<file path="config.mk">
export PLATFORM = sky130hd
export DESIGN_NAME = vms_voltage_monitor
export DESIGN_NICKNAME = d
export VERILOG_FILES = /design/src/verilog/vms_pkg.sv /design/src/verilog/vms_voltage_monitor.sv
export SDC_FILE = /design/constraint.sdc
export NUM_CORES = 1
export LEC_CHECK = 0
export ABC_AREA = 1
export BUFFER_PORTS_ARGS = -buffer_cell sky130_fd_sc_hd__buf_4
export CAP_MARGIN = 20
export CORE_UTILIZATION = 54
export CTS_CLUSTER_DIAMETER = 150
export DETAILED_ROUTE_END_ITERATION = 8
export PLACE_DENSITY = 0.8
export SLEW_MARGIN = 0
export SYNTH_ARGS = -nofsm -noshare
export SYNTH_HDL_FRONTEND = slang
export SYNTH_SLANG_ARGS = --single-unit
</file>
<file path="constraint.sdc">
create_clock -name core_clk_i -period 3.1 [get_ports core_clk_i]
set_clock_uncertainty 0.15 [all_clocks]
set_input_delay 0.31 -clock core_clk_i [delete_from_list [all_inputs] [get_ports core_clk_i]]
set_output_delay 0.31 -clock core_clk_i [all_outputs]
set_load 0.005 [all_outputs]
</file>
<file path="src/verilog/vms_pkg.sv">
package vms_pkg;
    // APB byte addresses of the block registers
    localparam logic [7:0] ADDR_OPTION   = 8'h00;
    localparam logic [7:0] ADDR_DETCTRL  = 8'h04;
    localparam logic [7:0] ADDR_MON0CTRL = 8'h08;
    localparam logic [7:0] ADDR_MONEN    = 8'h0C;
    localparam logic [7:0] ADDR_THRESH   = 8'h10;
    localparam logic [7:0] ADDR_MON1CTRL = 8'h14;
    localparam logic [7:0] ADDR_CLKMODE  = 8'h18;
    localparam logic [7:0] ADDR_IRQSTAT  = 8'h1C;
    localparam logic [7:0] ADDR_IRQMASK  = 8'h20;

    // Non-volatile option byte
    localparam logic [15:0] OPTION_BYTE_ADDR  = 16'hFFFF;
    localparam logic [7:0]  OPTION_BYTE_DEF   = 8'h9F;
    localparam int          OPT_MON0_RST_BIT  = 5;
    // Option bit value that leaves monitor 0 reset armed at boot
    localparam logic        OPT_MON0_RST_ON   = 1'b0;

    // Detector control, monitor 0 control, monitor enable, clock mode and threshold fields
    localparam int DET0_EN_BIT = 5;
    localparam int DET1_EN_BIT = 6;
    localparam int MON0_RST_BIT = 0;
    localparam int MON12_EN_BIT = 7;
    localparam int OSC_STOP_BIT = 4;
    localparam int THR_W = 4;

    // Monitor 1 control fields
    localparam int M1_EN_BIT     = 0;
    localparam int M1_FDIS_BIT   = 1;
    localparam int M1_FLAG_BIT   = 2;
    localparam int M1_FCLK_LO    = 4;
    localparam int M1_MODE_BIT   = 6;
    localparam int M1_TIMING_BIT = 7;
    localparam logic [7:0] M1_CTRL_RST = 8'h0A;

    // Interrupt status bits
    localparam int IRQ_CROSS_BIT = 0;
    localparam int IRQ_W         = 1;

    // Filter sampling clock from the 125 kHz oscillator
    localparam int  CLK_HZ      = 10_000_000;
    localparam int  LOSC_HZ     = 125_000;
    localparam int  LOSC_DIV    = CLK_HZ / LOSC_HZ;
    localparam int  FILT_STAGES = 3;

    typedef enum logic [1:0] {
        VMS_FDIV1, VMS_FDIV2, VMS_FDIV4, VMS_FDIV8
    } vms_fclk_e;
endpackage

</file>
<file path="src/verilog/vms_voltage_monitor.sv">
`timescale 1ns/1ps
// How it works
// - An option-byte bit picks whether monitor 0 reset is armed at boot.
// - Option byte lives at FFFFh; value 09Fh keeps monitor 0 reset armed.
// - Writing 1 to monitor 0 reset enable arms the monitor 0 reset.
// - Shared enable bit gates both monitor 1 and monitor 2.
// - Two-bit field selects the filter sampling clock when filtering.
// - Timing bit picks rising or falling crossing when filter bypassed.
// - Filter disable bit: 0 filters, 1 bypasses.
// - Mode bit: 0 raises interrupt, 1 raises reset.
// - Monitor 1 enable bit finally enables interrupt or reset.
// - Crossings before enable raise nothing but still set the flag.
module vms_voltage_monitor #(
    parameter logic [7:0] OPTION_BYTE = vms_pkg::OPTION_BYTE_DEF
) (
    input  wire logic        core_clk_i,
    input  wire logic        sys_rst_i,
    input  wire logic        psel_i,
    input  wire logic        penable_i,
    input  wire logic        pwrite_i,
    input  wire logic [7:0]  paddr_i,
    input  wire logic [31:0] pwdata_i,
    output logic      [31:0] prdata_o,
    output logic             pready_o,
    output logic             pslverr_o,
    input  wire logic        det0_below_i,
    input  wire logic        det1_above_i,
    output logic             mon0_reset_o,
    output logic             mon1_reset_o,
    output logic             mon12_en_o,
    output logic [3:0]       mon1_threshold_o,
    output logic             det0_en_o,
    output logic             det1_en_o,
    output logic             lowspeed_osc_en_o,
    output logic             irq_o
);
    logic        wr_en;
    logic        rd_en;
    logic        boot_done;

    // Register images
    logic [7:0]  detector_control_reg;
    logic [7:0]  mon0_control_reg;
    logic [7:0]  monitor_enable_reg;
    logic [7:0]  mon1_threshold_reg;
    logic [7:0]  mon1_control_reg;
    logic [7:0]  clock_mode_reg_one;
    logic [vms_pkg::IRQ_W-1:0] irq_status;
    logic [vms_pkg::IRQ_W-1:0] irq_mask;

    // Monitor 1 control fields
    logic        mon1_en;
    logic        mon1_filter_disable;
    logic        mon1_mode_sel;
    logic        mon1_request_timing;
    logic [1:0]  mon1_filter_clk_sel;
    logic        mon1_crossing_flag;

    // Oscillator, sampling and filter
    logic [7:0]  losc_cnt;
    logic        losc_tick;
    logic [2:0]  fdiv_cnt;
    logic        samp_tick;
    logic [vms_pkg::FILT_STAGES-1:0] filt_sh;
    logic        filt_level;

    // Edge detection
    logic        det_level;
    logic        det_prev;
    logic        crossing;
    logic        next_filt_level;
    logic [7:0]  next_mon1_ctrl;
    logic [vms_pkg::IRQ_W-1:0] next_irq_status;

    assign wr_en     = psel_i & penable_i & pwrite_i;
    assign rd_en     = psel_i & penable_i & ~pwrite_i;
    // Every access completes in its first access cycle
    assign pready_o  = 1'b1;

    function automatic logic addr_hit(input logic [7:0] a,
                                      input logic [7:0] r);
        addr_hit = (a == r);
    endfunction

    // Unmapped addresses answer with an error in the access phase
    always_comb begin
        unique case (paddr_i)
            vms_pkg::ADDR_OPTION,
            vms_pkg::ADDR_DETCTRL,
            vms_pkg::ADDR_MON0CTRL,
            vms_pkg::ADDR_MONEN,
            vms_pkg::ADDR_THRESH,
            vms_pkg::ADDR_MON1CTRL,
            vms_pkg::ADDR_CLKMODE,
            vms_pkg::ADDR_IRQSTAT,
            vms_pkg::ADDR_IRQMASK: pslverr_o = 1'b0;
            default: pslverr_o = psel_i & penable_i;
        endcase
    end

    assign mon1_en             = mon1_control_reg[vms_pkg::M1_EN_BIT];
    assign mon1_filter_disable = mon1_control_reg[vms_pkg::M1_FDIS_BIT];
    assign mon1_crossing_flag  = mon1_control_reg[vms_pkg::M1_FLAG_BIT];
    assign mon1_mode_sel       = mon1_control_reg[vms_pkg::M1_MODE_BIT];
    assign mon1_request_timing = mon1_control_reg[vms_pkg::M1_TIMING_BIT];
    assign mon1_filter_clk_sel =
        mon1_control_reg[vms_pkg::M1_FCLK_LO +: 2];

    // Monitor 0 reset takes its boot value from the option byte
    always_ff @(posedge core_clk_i or posedge sys_rst_i) begin
        if (sys_rst_i) begin
            boot_done        <= 1'b0;
            mon0_control_reg <= 8'h00;
        end else if (!boot_done) begin
            boot_done <= 1'b1;
            mon0_control_reg[vms_pkg::MON0_RST_BIT] <=
                (OPTION_BYTE[vms_pkg::OPT_MON0_RST_BIT] ==
                 vms_pkg::OPT_MON0_RST_ON);
        end else if (wr_en && addr_hit(paddr_i, vms_pkg::ADDR_MON0CTRL)) begin
            mon0_control_reg <= pwdata_i[7:0];
        end
    end

    // Plain software-written configuration registers
    always_ff @(posedge core_clk_i or posedge sys_rst_i) begin
        if (sys_rst_i) begin
            detector_control_reg <= 8'h00;
            monitor_enable_reg   <= 8'h00;
            mon1_threshold_reg   <= 8'h00;
        end else if (wr_en) begin
            unique case (paddr_i)
                vms_pkg::ADDR_DETCTRL:
                    detector_control_reg <= pwdata_i[7:0];
                vms_pkg::ADDR_MONEN:
                    monitor_enable_reg <= pwdata_i[7:0];
                vms_pkg::ADDR_THRESH:
                    mon1_threshold_reg <= pwdata_i[7:0];
                default: ;
            endcase
        end
    end

    // Clock mode register; the oscillator stop bit comes up set
    always_ff @(posedge core_clk_i or posedge sys_rst_i) begin
        if (sys_rst_i) begin
            clock_mode_reg_one <= 8'h10;
        end else if (wr_en && addr_hit(paddr_i, vms_pkg::ADDR_CLKMODE)) begin
            clock_mode_reg_one <= pwdata_i[7:0];
        end
    end

    // Interrupt mask
    always_ff @(posedge core_clk_i or posedge sys_rst_i) begin
        if (sys_rst_i) begin
            irq_mask <= '0;
        end else if (wr_en && addr_hit(paddr_i, vms_pkg::ADDR_IRQMASK)) begin
            irq_mask <= pwdata_i[vms_pkg::IRQ_W-1:0];
        end
    end

    // Low-speed oscillator tick, runs only while its stop bit is clear
    assign lowspeed_osc_en_o = ~clock_mode_reg_one[vms_pkg::OSC_STOP_BIT];
    assign losc_tick = lowspeed_osc_en_o &&
        (losc_cnt == 8'(vms_pkg::LOSC_DIV - 1));
    always_ff @(posedge core_clk_i or posedge sys_rst_i) begin
        if (sys_rst_i) begin
            losc_cnt <= 8'h00;
        end else if (!lowspeed_osc_en_o || losc_tick) begin
            losc_cnt <= 8'h00;
        end else begin
            losc_cnt <= losc_cnt + 8'h01;
        end
    end

    // Sampling clock = oscillator / 1, 2, 4 or 8
    always_ff @(posedge core_clk_i or posedge sys_rst_i) begin
        if (sys_rst_i) begin
            fdiv_cnt <= 3'h0;
        end else if (losc_tick) begin
            fdiv_cnt <= fdiv_cnt + 3'h1;
        end
    end

    always_comb begin
        unique case (vms_pkg::vms_fclk_e'(mon1_filter_clk_sel))
            vms_pkg::VMS_FDIV1: samp_tick = losc_tick;
            vms_pkg::VMS_FDIV2: samp_tick = losc_tick & fdiv_cnt[0];
            vms_pkg::VMS_FDIV4: samp_tick = losc_tick & (&fdiv_cnt[1:0]);
            vms_pkg::VMS_FDIV8: samp_tick = losc_tick & (&fdiv_cnt);
        endcase
    end

    // Digital filter: level changes after three equal samples
    always_comb begin
        next_filt_level = filt_level;
        if (&filt_sh) begin
            next_filt_level = 1'b1;
        end else if (~|filt_sh) begin
            next_filt_level = 1'b0;
        end
    end

    always_ff @(posedge core_clk_i or posedge sys_rst_i) begin
        if (sys_rst_i) begin
            filt_sh    <= '0;
            filt_level <= 1'b0;
        end else if (samp_tick) begin
            filt_sh    <= {filt_sh[vms_pkg::FILT_STAGES-2:0], det1_above_i};
            filt_level <= next_filt_level;
        end
    end

    assign det1_en_o = detector_control_reg[vms_pkg::DET1_EN_BIT];
    assign det0_en_o = detector_control_reg[vms_pkg::DET0_EN_BIT];
    assign mon12_en_o = monitor_enable_reg[vms_pkg::MON12_EN_BIT];
    assign mon1_threshold_o = mon1_threshold_reg[vms_pkg::THR_W-1:0];

    assign det_level = mon1_filter_disable ? det1_above_i
                                           : filt_level;

    // Previous detector level for edge detection
    always_ff @(posedge core_clk_i or posedge sys_rst_i) begin
        if (sys_rst_i) begin
            det_prev <= 1'b0;
        end else begin
            det_prev <= det_level;
        end
    end

    // Bypassed: timing bit 1 = falling, 0 = rising; filtered: both edges
    always_comb begin
        crossing = 1'b0;
        if (det1_en_o && mon12_en_o) begin
            if (!mon1_filter_disable) begin
                crossing = det_level ^ det_prev;
            end else if (mon1_request_timing) begin
                crossing = det_prev & ~det_level;
            end else begin
                crossing = ~det_prev & det_level;
            end
        end
    end

    // Crossing flag set wins over a software clear in the same cycle
    always_comb begin
        next_mon1_ctrl = mon1_control_reg;
        if (wr_en && addr_hit(paddr_i, vms_pkg::ADDR_MON1CTRL)) begin
            next_mon1_ctrl = pwdata_i[7:0];
        end
        if (crossing) begin
            next_mon1_ctrl[vms_pkg::M1_FLAG_BIT] = 1'b1;
        end
    end

    always_ff @(posedge core_clk_i or posedge sys_rst_i) begin
        if (sys_rst_i) begin
            mon1_control_reg <= vms_pkg::M1_CTRL_RST;
        end else begin
            mon1_control_reg <= next_mon1_ctrl;
        end
    end

    // Interrupt raised only by crossings while monitor 1 is enabled;
    // a new event wins over the read that clears the status
    always_comb begin
        next_irq_status = irq_status;
        if (rd_en && addr_hit(paddr_i, vms_pkg::ADDR_IRQSTAT)) begin
            next_irq_status = '0;
        end
        if (crossing && mon1_en && mon12_en_o && !mon1_mode_sel) begin
            next_irq_status[vms_pkg::IRQ_CROSS_BIT] = 1'b1;
        end
    end

    always_ff @(posedge core_clk_i or posedge sys_rst_i) begin
        if (sys_rst_i) begin
            irq_status <= '0;
        end else begin
            irq_status <= next_irq_status;
        end
    end

    assign irq_o = |(irq_status & irq_mask);

    // One-cycle reset pulse on a qualifying crossing
    always_ff @(posedge core_clk_i or posedge sys_rst_i) begin
        if (sys_rst_i) begin
            mon1_reset_o <= 1'b0;
        end else begin
            mon1_reset_o <= crossing && mon1_en && mon12_en_o
                            && mon1_mode_sel;
        end
    end

    // Monitor 0 reset level while armed and detector 0 reports low
    always_ff @(posedge core_clk_i or posedge sys_rst_i) begin
        if (sys_rst_i) begin
            mon0_reset_o <= 1'b0;
        end else begin
            mon0_reset_o <= mon0_control_reg[vms_pkg::MON0_RST_BIT]
                            && det0_en_o && det0_below_i;
        end
    end

    // Read data is loaded in the setup cycle and held until the next read
    always_ff @(posedge core_clk_i or posedge sys_rst_i) begin
        if (sys_rst_i) begin
            prdata_o <= 32'h0000_0000;
        end else if (psel_i && !penable_i && !pwrite_i) begin
            unique case (paddr_i)
                vms_pkg::ADDR_OPTION:
                    prdata_o <= {24'h0, OPTION_BYTE};
                vms_pkg::ADDR_DETCTRL:
                    prdata_o <= {24'h0, detector_control_reg};
                vms_pkg::ADDR_MON0CTRL:
                    prdata_o <= {24'h0, mon0_control_reg};
                vms_pkg::ADDR_MONEN:
                    prdata_o <= {24'h0, monitor_enable_reg};
                vms_pkg::ADDR_THRESH:
                    prdata_o <= {24'h0, mon1_threshold_reg};
                vms_pkg::ADDR_MON1CTRL:
                    prdata_o <= {24'h0, mon1_control_reg};
                vms_pkg::ADDR_CLKMODE:
                    prdata_o <= {24'h0, clock_mode_reg_one};
                vms_pkg::ADDR_IRQSTAT:
                    prdata_o <= {31'h0, irq_status};
                vms_pkg::ADDR_IRQMASK:
                    prdata_o <= {31'h0, irq_mask};
                default:
                    prdata_o <= 32'h0000_0000;
            endcase
        end
    end
endmodule // vms_voltage_monitor

</file>
==> metrics.md, run 1 <==
| Metric | Value |
|---|---|
| Setup ws final | 1120 ps |
| Startpoint type of the worst setup path | register |
| Antenna Diode Count | 0 |
| Clk Tree Root Cell | clkbuf_8 |
| Vias post-DR | 3205 |
| Depth of the CTS H-tree | 3 |
| Synth top cells by count | nand2_1 (172), dfrtp_1 (74), inv_1 (42) |
| Standard-cell row count | 31 |
| Top cell type's share of synthesized area | 45.1% |
| Final core utilization | 62.9% |
| Final count of negative-setup-slack endpoints | 0 |
| Die extent in y | 89.2 um |
| EDFF count, synth | 0 |
| Maximum number of pins on one net before global-route repair | 42 |
| Vias in the first global route | 3117 |
| Number of buffers inserted to repair setup after CTS | 0 |
| Power dissipated by switching net loads | 600 uW |
| Worst-Skew Late Latency | 340 ps |
| Netlist area before placement | 0.00411 sq mm |
| Total leakage power | 0.00249 uW |
| YS warnings | 0 |
| Proportion of layout cells with a drive suffix above 1 | 20.7% |
| Placeable core area | 0.00729 sq mm |
| Relative max-transition margin | 48.6% |
| Antenna Violating Nets Remaining | 0 |
| Initial cell density of the core | 56.3% |
| FFs w/ async S/R, synth | 100% |
| Slack of the worst reg-to-reg path | 1120 ps |
| Fillers | 660 |
| Unique cell type count in the Yosys netlist | 35 |
| Count of buffers inserted at the top-level ports | 42 |
| Drt first-iter violations | 211 |
| Worst supply voltage drop on vdd | 0.363 mV |
| Combinational group share of total power | 13.2% |
| Setup Total Neg Slack | 0 ps |
| Max Root-Sink Buffers | 2 |
| Sw frac | 26.7% |
| Die extent in x | 89.2 um |
| Setup repair after global routing missed its margin | false |
| Number of vias per cell | 4.94 |
| Class of the tightest hold or removal check | in2reg |
| Hold Worst Slack | 53.7 ps |
| Fin. max-slew vios | 0 |
| Internal Pwr Total | 1650 uW |
| Highest clock frequency the design can meet | 0.504 GHz |
| Type of destination of the critical path | register |
| TritonCTS clock tree | done |
| DRC | 0 |
| Ratio of total power to cell area | 490 mW/mm^2 |
| Run status | complete, no violations |
| CP startpoint | mon1_control_reg[1]$_DFFE_PP1P_ |
| Number of buffers created by CTS | 9 |
| Part of the total power dissipated in sequential elements | 50.8% |
| Synth Flop Type | dfrtp_1 |
| Synthesized netlist cell count | 501 |
| Top area cells in the synthesized netlist | dfrtp_1 (45%), nand2_1 (16%), buf_4 (5.3%), inv_1 (3.8%), o21ai_1 (3.8%) |
| Final WL | 8.31 mm |
| Worst-Margin Slew | 770 ps |
| Endpoint of the worst-slack reg-to-reg timing path | mon1_control_reg[2]$_DFFE_PP0P_ |
| Clock network fraction of design power | 36.0% |
| Pre-CTS worst setup slack | 1120 ps |
| Number of antenna violations at the first check in global routing | 0 |
| Drt pass-1 iters | 5 |
| Yosys reg bits | 77 |
| Clk sink count | 77 |
| Final hold viol count | 0 |
| Worst path required time | 3180 ps |
| Gr ovfl total | 0 |
| Reg2reg start | mon1_control_reg[1]$_DFFE_PP1P_ |
| Period utilization | 63.9% |
| Sequential cell area fraction in the yosys report | 47.0% |
| Die area | 0.00795 sq mm |
| Maximum net fanout on the critical path | 5 |
| Total Routing Usage GR | 23.7% |
| HPWL after detailed placement | 6.01 mm |
| Worst path arrival time | 2060 ps |
| Final weighted congestion in routability-driven placement | 0.820 |
| Layout Area Growth over Synthesis | 11.7% |
| Max-Cap Viols | 0 |
| Register-to-Register Path Depth | 11 |
| Worst-path clk slew | 80 ps |
| Type of the worst setup path | reg2reg |
| Minimum clock period | 1980 ps |
| Number of ports placed on the die boundary | 92 |
| Wire length of the first global-routing pass | 13.9 mm |
| Largest area contributor in the synthesized netlist | dfrtp_1 |
| Avg WL per Cell | 12.8 um |
| Net total in the final layout | 597 |
| Cell with the most instances after synthesis | nand2_1 |
| Last element of the critical path | mon1_control_reg[2]$_DFFE_PP0P_ |
| Avg Inst Size Synth | 8.19 sq um |
==> repair_timing <==
item,in CTS,in global routing
resized for setup,0,0
endpoints found under the hold margin,34,0
hold buffers,1,0
==> power groups by stage <==
stage                     clock [uW]  combinational, uW  sequential (uW)
final                            808                297             1140
after global routing             853                350             1150
after CTS                        819                299             1140
after detailed placement           0                298             1160
after global placement             0                281             1160
after floorplan                    0                241             1150
==> area by class of cell <==
class	instances	area (sq um)	area share, %
well taps	99	124	2.70
clock inverters	4	72.6	1.58
flip-flops and latches	77	1930	42.1
clock buffers	12	135	2.95
multi-input cells	363	1790	39.1
inverters	50	188	4.09
repair buffers	44	345	7.53
==> per-layer routing <==
| metal | track usage (%) | share of wire, % |
|---|---|---|
| met1 | 29.1 | 44 |
| met2 | 39.2 | 48 |
| met3 | 4.52 | 4.5 |
| met4 | 13.6 | 3.8 |
| met5 | 0 | 0 |
==> worst min-delay path by stage <==
| stage | from | to | cells after the start | slack [ps] |
|---|---|---|---|---|
| global route | pwdata_i[0] | mon0_control_reg[0]$_DFFE_PP0P_ | 3 | 50 |
| floorplan | losc_cnt[0]$_DFF_PP0_ | losc_cnt[0]$_DFF_PP0_ | 1 | 280 |
| detailed placement | losc_cnt[0]$_DFF_PP0_ | losc_cnt[0]$_DFF_PP0_ | 1 | 310 |
| finish | pwdata_i[0] | mon0_control_reg[0]$_DFFE_PP0P_ | 3 | 50 |
| CTS | pwdata_i[0] | mon0_control_reg[0]$_DFFE_PP0P_ | 3 | 50 |
| global placement | losc_cnt[0]$_DFF_PP0_ | losc_cnt[0]$_DFF_PP0_ | 1 | 290 |
==> worst max-delay path, stage by stage, from the launching register on <==
cell and delay, ps:
dfstp_2 560, nand2_1 50, o21ai_0 110, inv_1 100, ha_1 210, inv_1 50, nor2_1 30, or2_2 290
nand4_1 70, inv_1 80, a21oi_1 110, o21ai_1 70
==> cell usage in the layout (no fill, tap or decap), types with 2 or more instances in the layout <==
cell type  count
nand3_1       12
nor3_1         2
nand2_4        3
nand3_4        2
nor2_1        37
buf_4         42
and3_1         2
ha_1           5
nand2_2        9
a21oi_1        7
nor2_2         4
inv_1         41
dfrtp_1       74
dfstp_2        3
conb_1        26
clkbuf_1       3
clkbuf_8       9
o21ai_0       11
o21ai_2       16
inv_2          8
nand3_2        3
nand2_1      172
nor3b_1        2
nor2_4         6
o22ai_1        2
nand4_1        3
o21ai_1       31
bufinv_16      2
==> metrics by stage <==
stage	cell area (sq um)	total power, uW	std cells
detailed placement	4370	1460	632
floorplan	4200	1390	525
CTS	4590	2260	649
global route	4590	2360	649
global placement	4370	1440	632
finish	4590	2250	649
==> logic make-up (layout without fill, tap and decap cells) <==
| group | count (synthesis) | count (layout) | share of synthesized area [%] |
|---|---|---|---|
| fa+ha+maj | 5 | 5 | 1.52 |
| other cells | 2 | 26 | 0.183 |
| buf+inv | 85 | 110 | 11.5 |
| simple gates | 261 | 261 | 29.3 |
| flops | 77 | 77 | 47.0 |
| xor+xnor | 1 | 1 | 0.213 |
| compound gates | 70 | 70 | 10.2 |
(Power assumes the default switching activity.)
==> run 2: changes to the inputs <==
- CORE_UTILIZATION: 54 -> 49
- PLACE_DENSITY: 0.8 -> 0.76
- clock period: 3.1 -> 1.7 ns (I/O delays scaled with it)
==> run 2 against run 1 <==
The run now ends with negative setup slack left. Non-clock buffer count grew 14. Global-route usage shrank 1.7 points. Wire length grew 7.4%. Final area grew 4.7%. Register-to-register slack lost 1200 ps. Utilization shrank 4.2 points. Final cell count grew 3.1%. Combinational power grew 130%.
==> metrics.md, run 2 (synthesis results as in run 1) <==
| Metric | Value |
|---|---|
| Run status | finished, violations left |
| Violations in the final reports | negative setup slack |
| Worst supply voltage drop on vdd | 0.503 mV (+39%) |
| Final core utilization | 58.7% (-4.2 points) |
| Depth of the CTS H-tree | 3 (unchanged) |
| Type of the worst setup path | reg2reg |
| Antenna Violating Nets Remaining | 0 (unchanged) |
| Die extent in y | 93.5 um (+4.9%) |
| Antenna Diode Count | 0 (unchanged) |
| Vias in the first global route | 3209 (+3.0%) |
| Net total in the final layout | 611 (+2.3%) |
| Final hold viol count | 0 (unchanged) |
| Final non-filler cell area | 0.00480 sq mm (+4.7%) |
| Proportion of layout cells with a drive suffix above 1 | 25.0% (+4.3 points) |
| Worst path arrival time | 1850 ps (-210 ps) |
| Worst-Skew Late Latency | 350 ps (about the same) |
| Die extent in x | 93.5 um (+4.9%) |
| Gr ovfl total | 0 (unchanged) |
| Fin. max-slew vios | 0 (unchanged) |
| Drt pass-1 iters | 5 (unchanged) |
| Fillers | 718 (+8.8%) |
| Placeable core area | 0.00818 sq mm (+12%) |
| Initial cell density of the core | 50.2% (-6.1 points) |
| Total power | 4450 uW (+98%) |
| Startpoint type of the worst setup path | register |
| Worst-path clk slew | 80 ps (about the same) |
| Setup ws final | -70.5 ps (-1190 ps) |
| Count of buffers inserted at the top-level ports | 42 (unchanged) |
| Minimum clock period | 1770 ps (-212 ps) |
| Final WL | 8.93 mm (+7.4%) |
| Avg WL per Cell | 13.3 um (+4.2%) |
| Highest clock frequency the design can meet | 0.565 GHz (+12%) |
| Number of vias per cell | 5.05 (+2.2%) |
| Final count of negative-setup-slack endpoints | 3 (+3) |
| Final weighted congestion in routability-driven placement | 0.894 (+9.0%) |
| Leading cell types in the layout, fill and taps excluded | nand2_1 (168), dfrtp_1 (74), buf_4 (53) |
| Number of antenna violations at the first check in global routing | 0 (unchanged) |
| Post-route non-filler standard cell count | 669 (+3.1%) |
| Worst path required time | 1780 ps (-1400 ps) |
| Maximum number of pins on one net before global-route repair | 49 (+17%) |
| Setup repair after global routing missed its margin | true |
| HPWL after detailed placement | 6.35 mm (+5.6%) |
| Number of ports placed on the die boundary | 92 (unchanged) |
| Total leakage power | 0.00257 uW (+3.3%) |
| Area after DPL | 0.00442 sq mm (+1.2%) |
| Maximum net fanout on the critical path | 3 (-2) |
| Pre-CTS worst setup slack | -131 ps (-1250 ps) |
| Drt first-iter violations | 197 (-6.6%) |
| Max-Cap Viols | 0 (unchanged) |
| Ratio of total power to cell area | 928 mW/mm^2 (+89%) |
| Layout Area Growth over Synthesis | 16.9% |
| Number of buffers created by CTS | 9 (unchanged) |
| Total Routing Usage GR | 22.0% (-1.7 points) |
| Die area | 0.00875 sq mm (+10%) |
| Clk sink count | 77 (unchanged) |
| TritonCTS clock tree | done |
| Type of destination of the critical path | register |
| Clk Tree Root Cell | clkbuf_8 |
| DRC | 0 (unchanged) |
| Standard-cell row count | 33 (+6.5%) |
| Most frequent standard cell in the layout excluding fill and tap cells | nand2_1 |
| Max Root-Sink Buffers | 2 (unchanged) |
| Cell Count Post-Placement | 643 (+1.7%) |
| Class of the tightest hold or removal check | in2reg |
| Wire length of the first global-routing pass | 14.8 mm (+6.7%) |
| Vias post-DR | 3377 (+5.4%) |
| Period utilization | 104% (+40 points) |
## run 2: through the flow
step	hold WS, ps	TNS (ps)
floorplan	158	-15.8
global placement	-26.9	-78.2
detailed placement	-25.5	-281
CTS	3.57	-83.1
global route	6.14	-407
finish	1.78	-134
## run 2: repair_timing
action	4_1_cts	5_1_grt
setup buffers	4	2
gates resized for setup	7	8
pin swaps	4	6
hold buffers	4	0
endpoints found under the setup margin	4	9
hold endpoints to repair	77	0
## run 2: final timing paths
check,depth (start not counted),slack [ps],endpoint,startpoint
max,9,-70,mon1_control_reg[2]$_DFFE_PP0P_,mon1_control_reg[1]$_DFFE_PP1P_
min,3,2,irq_status$_DFFE_PP0P_,pwrite_i
max reg2reg,9,-70,mon1_control_reg[2]$_DFFE_PP0P_,mon1_control_reg[1]$_DFFE_PP1P_
min reg2reg,2,330,prdata_o[1]$_DFFE_PP0P_,prdata_o[1]$_DFFE_PP0P_
max in group asynchronous,4,660,mon1_control_reg[3]$_DFFE_PP1P_,sys_rst_i
min in group asynchronous,3,160,losc_cnt[2]$_DFF_PP0_,sys_rst_i
## run 2: area by class of cell
class | count | area, sq um | share of cell area [%]
clock inverters | 6 | 110 | 2.29
multi-input cells | 363 | 1840 | 38.4
repair buffers | 58 | 458 | 9.54
clock buffers | 10 | 138 | 2.87
well taps | 105 | 131 | 2.74
inverters | 50 | 191 | 3.99
flip-flops and latches | 77 | 1930 | 40.2
## run 2: worst max-delay path, cell delays in order (launching register included)
cell	delay [ps]
dfstp_2	560
o21ai_2	70
ha_1	200
nand2_1	80
nand2_1	60
or2_4	240
nand4_1	90
inv_2	50
a21oi_2	100
o21ai_1	70
## run 2: routing by layer
layer  track usage [%]  part of all wire, %  vias up
met4              9.36                  2.0        0
li1                  -                    -     1637
met5                 0                    0        -
met3              2.76                  4.4       14
met2              37.9                   51       98
met1              27.7                   43     1628
## run 2: where the power goes
part	switching, uW	internal, uW
sequential	124	1970
combinational	390	282
clock	671	1010
